File: config.mk
export PLATFORM = sky130hd
export DESIGN_NAME = hsw_field_switch
export DESIGN_NICKNAME = d
export VERILOG_FILES = /design/src/verilog/hsw_pkg.sv /design/src/verilog/hsw_field_switch.sv
export SDC_FILE = /design/constraint.sdc
export NUM_CORES = 1
export LEC_CHECK = 0
export BUFFER_PORTS_ARGS = -buffer_cell sky130_fd_sc_hd__buf_2
export CORE_MARGIN = 1
export CORE_UTILIZATION = 27
export CTS_CLUSTER_SIZE = 16
export DETAILED_ROUTE_END_ITERATION = 8
export PLACE_DENSITY = 0.48
export SLEW_MARGIN = 20
export SYNTH_ARGS = -nofsm -noshare
export SYNTH_HDL_FRONTEND = slang
export SYNTH_SLANG_ARGS = --single-unit
export TNS_END_PERCENT = 20
File: constraint.sdc
create_clock -name i_core_clk -period 5.25 [get_ports i_core_clk]
set_input_delay 0.525 -clock i_core_clk [delete_from_list [all_inputs] [get_ports i_core_clk]]
set_output_delay 0.525 -clock i_core_clk [all_outputs]
set_load 0.02 [all_outputs]
File: src/verilog/hsw_pkg.sv
// Package with timing and threshold constants for the duty-cycled field switch
`default_nettype none
package hsw_pkg;
    localparam int unsigned CLK_HZ = 50000000;
    localparam int unsigned CLK_PERIOD_NS = 20;
    // Operating phase, standby phase and start-up, in their own units
    localparam int unsigned OPERATE_INTERVAL_US = 50;
    localparam int unsigned STANDBY_MS = 130;
    localparam int unsigned STARTUP_US = 6;
    localparam int unsigned STARTUP_WINDOW_US = 12;
    // Derived cycle counts at the core clock rate
    localparam int unsigned OPERATE_CYC = OPERATE_INTERVAL_US * 1000 / CLK_PERIOD_NS;
    localparam int unsigned STANDBY_CYC = STANDBY_MS * 1000 * (1000 / CLK_PERIOD_NS);
    localparam int unsigned STARTUP_CYC = (STARTUP_US * 1000 + CLK_PERIOD_NS - 1) / CLK_PERIOD_NS;
    localparam int unsigned STARTUP_WIN_CYC = STARTUP_WINDOW_US * 1000 / CLK_PERIOD_NS;
    // Field magnitude thresholds in tenths of a millitesla
    localparam int unsigned FIELD_W = 8;
    localparam logic [7:0] THR_HIGH = 8'h32;
    localparam logic [7:0] THR_LOW = 8'h28;
    // Sequencer phases
    typedef enum logic [1:0]
    {
        HSW_STANDBY = 2'b00,
        HSW_STARTUP = 2'b01,
        HSW_SOUTH = 2'b10,
        HSW_NORTH = 2'b11
    } hsw_phase_t;
endpackage : hsw_pkg
`default_nettype wire

File: src/verilog/hsw_field_switch.sv
// Duty-cycled omnipolar field switch sequencer, comparator logic and open-drain output
//
// Function
// - An internal counter runs a 50 us operating phase then a 130 ms standby phase, forever.
// - After the first decision, the switch output changes only at the end of an operating phase.
// - During standby the output stays latched at the last decided value.
// - Thresholds are checked one after the other, south then north, and latched at standby entry.
// - Either a south or a north field beyond the operate point turns the switch on.
// - With the strap high the output is high at zero field and low once operated.
// - With the strap low the output is inverted, low at zero field and high with field.
// - Hysteresis uses a 5 mT operate and a 4 mT release level, the same for either strap setting.
// - Supply ready within 12 us gives a valid output after the first phase, else the second.
// - The operating phase begins with a 6 us start-up before any comparison.
// - In the high, off state the pull-down is not enabled.
`default_nettype none
module hsw_field_switch
    import hsw_pkg::*;
#(
    parameter int unsigned OPERATE_CYCLES = hsw_pkg::OPERATE_CYC,
    parameter int unsigned STANDBY_CYCLES = hsw_pkg::STANDBY_CYC,
    parameter int unsigned STARTUP_CYCLES = hsw_pkg::STARTUP_CYC,
    parameter int unsigned STARTUP_WIN_CYCLES = hsw_pkg::STARTUP_WIN_CYC
)
(
    input wire logic i_core_clk,                        // Core clock, 50 MHz
    input wire logic i_sys_rst,                         // Async reset, active high
    input wire logic i_polarity_strap,                  // Output polarity strap
    input wire logic i_supply_ok,                       // Supply has reached level
    input wire logic [hsw_pkg::FIELD_W-1:0] i_south_field, // South field magnitude
    input wire logic [hsw_pkg::FIELD_W-1:0] i_north_field, // North field magnitude
    output logic o_out_oe,                              // Pull-down enable, high drives low
    output logic o_out_level,                           // Logical output level
    output logic o_out_valid,                           // Output carries a valid decision
    output logic o_sensing                              // Operating phase active
);
    import hsw_pkg::*;

    localparam int unsigned CW = 32;

    // Refuse phase lengths the sequencer cannot serve
    if (STARTUP_CYCLES < 1 || OPERATE_CYCLES <= STARTUP_CYCLES + 2 || STANDBY_CYCLES < 1)
    begin : g_bad_cfg
        $error("hsw_field_switch: phase lengths cannot be served");
    end

    hsw_phase_t phase_q;
    logic [CW-1:0] cnt_q;
    logic strap_q;
    logic south_on_q;
    logic north_on_q;
    logic on_q;
    logic [1:0] valid_cnt_q;
    logic late_q;
    logic [CW-1:0] up_cnt_q;
    logic phase_end;
    logic [7:0] thr_op;
    logic [7:0] thr_rel;

    assign phase_end = (phase_q == HSW_NORTH) && (cnt_q == CW'(OPERATE_CYCLES - 1));

    // Field detect band: set at the upper level, clear below the lower one.
    // The strap only inverts the pin sense, so both levels stay fixed for
    // either strap setting; swapping the compare levels here would lose the band.
    assign thr_op = THR_HIGH;
    assign thr_rel = THR_LOW;

    // Strap follows the pin until the first decision, then moves with decisions
    always_ff @(posedge i_core_clk or posedge i_sys_rst)
    begin
        if (i_sys_rst)
            strap_q <= 1'b1;
        else if (phase_end || valid_cnt_q == 2'h0)
            strap_q <= i_polarity_strap;
    end

    // Phase sequencer
    always_ff @(posedge i_core_clk or posedge i_sys_rst)
    begin
        if (i_sys_rst)
        begin
            phase_q <= HSW_STARTUP;
            cnt_q <= '0;
        end
        else
        begin
            cnt_q <= cnt_q + CW'(1);
            unique case (phase_q)
                HSW_STANDBY:
                    if (cnt_q == CW'(STANDBY_CYCLES - 1))
                    begin
                        phase_q <= HSW_STARTUP;
                        cnt_q <= '0;
                    end
                HSW_STARTUP:
                    if (cnt_q == CW'(STARTUP_CYCLES - 1))
                        phase_q <= HSW_SOUTH;
                HSW_SOUTH:
                    phase_q <= HSW_NORTH;
                HSW_NORTH:
                    if (phase_end)
                    begin
                        phase_q <= HSW_STANDBY;
                        cnt_q <= '0;
                    end
            endcase
        end
    end

    // Sequential threshold checks with hysteresis
    always_ff @(posedge i_core_clk or posedge i_sys_rst)
    begin
        if (i_sys_rst)
        begin
            south_on_q <= 1'b0;
            north_on_q <= 1'b0;
        end
        else if (phase_q == HSW_SOUTH)
        begin
            if (i_south_field >= thr_op)
                south_on_q <= 1'b1;
            else if (i_south_field < thr_rel)
                south_on_q <= 1'b0;
            else
                south_on_q <= on_q;
        end
        else if (phase_q == HSW_NORTH && cnt_q == CW'(STARTUP_CYCLES + 1))
        begin
            if (i_north_field >= thr_op)
                north_on_q <= 1'b1;
            else if (i_north_field < thr_rel)
                north_on_q <= 1'b0;
            else
                north_on_q <= on_q;
        end
    end

    // Supply rise timing decides first valid phase
    always_ff @(posedge i_core_clk or posedge i_sys_rst)
    begin
        if (i_sys_rst)
        begin
            up_cnt_q <= '0;
            late_q <= 1'b0;
        end
        else if (!i_supply_ok && !late_q)
        begin
            up_cnt_q <= up_cnt_q + CW'(1);
            if (up_cnt_q >= CW'(STARTUP_WIN_CYCLES))
                late_q <= 1'b1;
        end
    end

    // Latched decision, taken only at operating phase end
    always_ff @(posedge i_core_clk or posedge i_sys_rst)
    begin
        if (i_sys_rst)
        begin
            on_q <= 1'b0;
            valid_cnt_q <= 2'h0;
        end
        else if (phase_end)
        begin
            on_q <= south_on_q || north_on_q;
            if (valid_cnt_q != 2'h2)
                valid_cnt_q <= valid_cnt_q + 2'h1;
        end
    end

    // Registered pin outputs
    always_ff @(posedge i_core_clk or posedge i_sys_rst)
    begin
        if (i_sys_rst)
        begin
            o_out_oe <= 1'b0;
            o_out_level <= 1'b1;
            o_out_valid <= 1'b0;
            o_sensing <= 1'b0;
        end
        else
        begin
            // Strap high: on pulls low; strap low: off pulls low
            o_out_oe <= strap_q ? on_q : !on_q;
            o_out_level <= strap_q ? !on_q : on_q;
            o_out_valid <= (valid_cnt_q >= (late_q ? 2'h2 : 2'h1));
            o_sensing <= (phase_q != HSW_STANDBY);
        end
    end
endmodule : hsw_field_switch
`default_nettype wire

; Yosys cells after proc, flatten, opt, wreduce, memory -nomap -nowiden
; Cells that the tools add are included.
[op_classes]
addsub = 3
order_cmp = 6
n_eq_ne = 11
muxes = 14
bitwise_logic = 1
reduce_logical = 15
[op_table]
columns = operator, count
row1 = "32-bit by 1-bit adder with 32-bit output, second input constant", 2
row2 = "32-bit by 9-bit equality test with 1-bit output, second input constant", 2
row3 = 32-bit two-way mux, 2
row4 = 32-bit case mux with 2 select lines, 1
row5 = "32-bit by 12-bit equality test with 1-bit output, second input constant", 1
row6 = "32-bit by 23-bit equality test with 1-bit output, second input constant", 1
row7 = "32-bit by 10-bit greater-or-equal comparator with 1-bit output, second input constant", 1
row8 = "8-bit by 6-bit greater-or-equal comparator with 1-bit output, second input constant", 2
row9 = "8-bit by 6-bit < comparator with 1-bit output, second input constant", 2
row10 = 2-bit two-way mux, 4
row11 = "2-bit inequality test, second input constant", 4
row12 = 2-bit case mux with 4 select lines, 1
row13 = 1-bit two-way mux, 6
row14 = 2-bit AND reduction, 3
row15 = "2-bit equality test, second input constant", 2
row16 = 2-bit logical NOT, 2
row17 = 1-bit logical AND, 3
row18 = 1-bit logical NOT, 3
row19 = 3-bit AND reduction, 1
row20 = "2-bit by 1-bit adder with 2-bit output, second input constant", 1
row21 = "2-bit by 1-bit equality test with 1-bit output, second input constant", 1
row22 = 2-bit greater-or-equal comparator, 1
row23 = 1-bit logical OR, 2
row24 = 2-bit nonzero test, 1
row25 = 1-bit inverter, 1
[totals]
ff_bits = 77
in_bits = 20
out_inout_bits = 4
word_cells = 63

; Depth between registers and ports, before layout
[logic_depth]
depth_word = 4
mapped_depth = 7
depth_no_buf = 6

; Worst setup path after synthesis
; OpenSTA, ideal clock, no wires.
[synth_path]
path_kind = register to register
startpoint = register cnt_q[0]
endpoint = register phase_q[1]
setup_time_ns = 0.125
arrival_time_ns = 1.901
t_required_ns = 5.125
path_slack_ns = 3.225
stages_incl_launch_ff = 7
path_buffers = 0
synth_period_minus_slack_ns = 2.025
cell_sequence = dfrtp_1 ha_1 and4_1 nand2_1 o41a_1 nor3_2 mux2_2
[synth_via]
elab_chain_cells = 4
elab_cells_between_ends = 8
cone_classes = eq/ne (6) / reduce/logical (2)
[synth_rtl]
columns = item, line_no
row1 = "start, declared", hsw_field_switch.sv:47  ; logic [CW-1:0] cnt_q;
row2 = "start signal, assigned", hsw_field_switch.sv:86  ; cnt_q <= cnt_q + CW'(1);
row3 = 32-bit by 12-bit equality test with 1-bit output, hsw_field_switch.sv:59  ; assign phase_end = (phase_q == HSW_NORTH) && (cnt_q == CW'(OPERATE_CYCLES - 1));
row4 = 1-bit logical AND, hsw_field_switch.sv:59
row5 = 2-bit inequality test (no source line), -
row6 = 3-bit AND reduction (no source line) *, -
row7 = "end signal, assigned", hsw_field_switch.sv:81  ; phase_q <= HSW_STARTUP;
row8 = "end signal, assigned", hsw_field_switch.sv:91  ; phase_q <= HSW_STARTUP;
row9 = "end signal, assigned", hsw_field_switch.sv:96  ; phase_q <= HSW_SOUTH;
row10 = "end, declared", hsw_field_switch.sv:46  ; hsw_phase_t phase_q;
; Mark *: on every way between the ends. The rest lies on a longest branch, timed or not.
; A chain may end at the register's enable or synchronous reset.

; Worst setup path in the final report
[layout_path]
startpoint = register cnt_q[28]
endpoint = register phase_q[1]
; The elaborated chain is that of the path after synthesis.

==> metrics.md <==
| Metric | Value |
|---|---|
| Worst hold-check slack | 306 ps |
| Worst slew pin tran | 1020 ps |
| Die Wd | 122 microns |
| Largest net degree at the start of global routing | 45 |
| Cell row count | 43 |
| Period utilization | 0.440 |
| Crit Path Category | flip-flop to flip-flop |
| Routed len/inst | 13.0 microns |
| Drt first pass iters | 4 |
| Stages on worst setup path | 5 |
| Worst Skew | 4.81 ps |
| Fmax | 0.433 GHz |
| IO buf count | 21 |
| Final WL | 7710 microns |
| Post-DP HPWL | 5360 microns |
| Slowest CP cell | o41a_1 |
| Post-synth EDFFs | 0 |
| Pleak | 2.06 nW |
| Syn_nets | 415 |
| CTS tree | done |
| Setup TNS Final | 0 ps |
| Root buf cell | clkbuf_16 |
| Total GRT Usage | 0.113 |
| Post-Syn Area | 0.00390 sq mm |
| Avg Cell Area, Syn | 10.2 sq um |
| Setup Viol. Count Final | 0 |
| First DRT Iteration DRCs | 164 |
| Worst r2r src | cnt_q[28]$_DFF_PP0_ |
| Total power | 0.00129 W |
| Maximum vdd ir drop | 0.163 mV |
| Core area | 0.0140 sq mm |
| FFs w/ async S/R, synth | 1.00 |
| Count leader, synth | dfrtp_1 |
| Total CTS buffers | 9 |
| Largest stage delay, worst path | 490 ps |
| Post_cts resized | 0 |
| RSZ-0062 raised after global routing | no |
| Worst-case clock buffer depth | 2 |
| Reg2reg end | phase_q[1]$_DFFE_PP0P_ |
| Crit-path max FO | 5 |
| MaxCap Viol Count | 0 |
| Clock Sinks | 77 |
| Cell-by-cell trace of the critical path | nor4_1 > nand4_1 > o41a_1 > nor3_2 > mux2_2 |
| Status | finished clean |
| Routed vias/inst | 4.73 |
| Worst setup endpoint | phase_q[1]$_DFFE_PP0P_ |
| Part of the Yosys area used for sequential elements | 0.496 |
| Final-report hold violation count | 0 |
| Ys flop type | dfrtp_1 |
| Die Span Y | 122 microns |
| Netlist cell types | 44 |
| H-tree depth | 3 |
| Grt ovf | 0 |
| DRC | 0 |
| Hold WC Path Type | input port to asynchronous set/reset pin |
| Vias in the first global route | 2,761 |
| First-pass GRT wire length | 13,100 microns |
| Pwr per Cell Area | 285 mW/mm^2 |
| Clk Latency, worst-skew pair | 330 ps |
| Synthesis-to-layout area growth | 16.1% |
| Largest area contributor in the netlist | dfrtp_1 |
| Die area | 0.0149 sq mm |
| Final worst path period need | 2310 ps |
| FF-to-FF setup slack | 2940 ps |
| Io pins | 24 |
| Post-CTS Setup Repair Bufs | 0 |
| Commonest cells post-synth | 74 x dfrtp_1, 50 x nor2_1, 37 x xor2_1, 26 x nand2_1, 25 x xnor2_1 |
| Crit-path leading delay family | simple AND/OR/NAND/NOR gates |
| Synth warnings | 0 |
| WP buf/inv | 0 |
| #FFs+latches synth | 77 |
| Clk slew on worst S/H paths | 60 ps |
| Initial antenna violation count | 0 |
| Vias | 2,805 |
| Worst Setup SP | cnt_q[28]$_DFF_PP0_ |
| Slew Viols, Final | 0 |
| Gp weighted congestion | 0.762 |
| Nature of the critical path startpoint | flip-flop |
| WP data required | 5470 ps |
| Worst-case reg-to-reg path depth | 5 |
| Critical path arrival | 2530 ps |
| Cts hold-fix bufs | 0 |
| Share of Yosys cell area claimed by the top area cell type | 0.475 |
| Top cells by area, synth | dfrtp_1 48%, xor2_1 8.3%, xnor2_1 5.6% |
| Cells after synthesis | 382 |
| Starting density of the core | 0.279 |
| Final net count | 441 |
| Share of cells above drive strength 1 | 0.128 |
| Slew HR | 0.313 |
| Critical path capture point type | flip-flop |
| Antenna-violating nets left | 0 |
| # diodes | 0 |
how the worst min path moves through the flow:
stage	start	to	slack, ps
2_1_floorplan	up_cnt_q[31]$_DFFE_PP0P_	up_cnt_q[31]$_DFFE_PP0P_	440
3_3_place_gp	up_cnt_q[31]$_DFFE_PP0P_	up_cnt_q[31]$_DFFE_PP0P_	470
3_5_place_dp	up_cnt_q[31]$_DFFE_PP0P_	up_cnt_q[31]$_DFFE_PP0P_	460
4_1_cts	i_sys_rst	up_cnt_q[0]$_DFFE_PP0P_	330
5_1_grt	i_sys_rst	up_cnt_q[0]$_DFFE_PP0P_	360
6_report	i_sys_rst	late_q$_DFFE_PP0P_	310
through the flow:
step	cells	setup WS (ps)	area, sq um	util
6_report	593	2940	4520	0.323
5_1_grt	593	2780	4520	0.323
4_1_cts	593	2900	4520	0.323
3_5_place_dp	577	2920	4180	0.299
3_3_place_gp	577	2900	4180	0.299
2_1_floorplan	382	2760	3900	-
per-layer routing:
layer,GRT usage,routed length (microns),share of wire,vias up
met5,0,0,0,-
met4,0.0229,62,0.0080,0
met3,0.0393,273,0.035,6
met2,0.186,3710,0.48,33
met1,0.141,3670,0.48,1389
li1,-,-,-,1377
layout by cell type, fill, tap and decap left out, types with 3 or more instances in the layout:
| master | Yosys | layout |
|---|---|---|
| nor2_1 | 50 | 50 |
| o21ai_0 | 5 | 5 |
| xor2_1 | 37 | 37 |
| xnor2_1 | 25 | 25 |
| nor3_1 | 11 | 11 |
| ha_1 | 13 | 13 |
| or4_1 | 4 | 4 |
| nand3_1 | 20 | 20 |
| inv_1 | 16 | 15 |
| nand4_1 | 23 | 23 |
| clkbuf_16 | 0 | 9 |
| nand2_1 | 26 | 26 |
| a21oi_1 | 5 | 5 |
| and4_1 | 7 | 7 |
| dfstp_2 | 3 | 3 |
| dfrtp_1 | 74 | 74 |
| nor4_1 | 13 | 12 |
| and3_1 | 9 | 9 |
| clkbuf_8 | 0 | 5 |
| nor4_2 | 2 | 3 |
| buf_2 | 3 | 21 |
where the power goes:
part | total, W | switching [W] | internal, W
Combinational | 0.0000250 | 0.0000171 | 0.00000798
Sequential | 0.000597 | 0.00000103 | 0.000596
Clock | 0.000665 | 0.000232 | 0.000433
cell type report:
class	count	area, sq um
Timing Repair Buffer	23	120
Inverter	16	60.1
Multi-Input combinational cell	281	1850
Clock buffer	14	294
Sequential cell	77	1930
Fill cell	1445	9470
Clock inverter	2	37.5
Tap cell	180	225
registers in the layout (all words and copies together), names as in the netlist:
signal / count
south_on_q: 1
o_sensing: 1
strap_q: 1
on_q: 1
o_out_valid: 1
north_on_q: 1
cnt_q: 32
valid_cnt_q: 2
up_cnt_q: 32
o_out_level: 1
o_out_oe: 1
late_q: 1
phase_q: 2
worst register-to-register path: stages (launching register included):
cell and delay, ps:
dfrtp_1 410, nor4_1 440, nand4_1 330, o41a_1 490
nor3_2 170, mux2_2 350
cells by family (layout without fill, tap and decap cells):
family	Yosys count	after routing	synth area share
adder cells (fa/ha/maj)	13	13	0.0417
AO/OA/AOI/OAI	21	21	0.0366
multiplexers	2	2	0.00578
AND/OR/NAND/NOR	183	183	0.251
buffers and inverters	24	55	0.0302
flip-flops	77	77	0.496
XOR/XNOR	62	62	0.139
(Power assumes the default switching activity.)
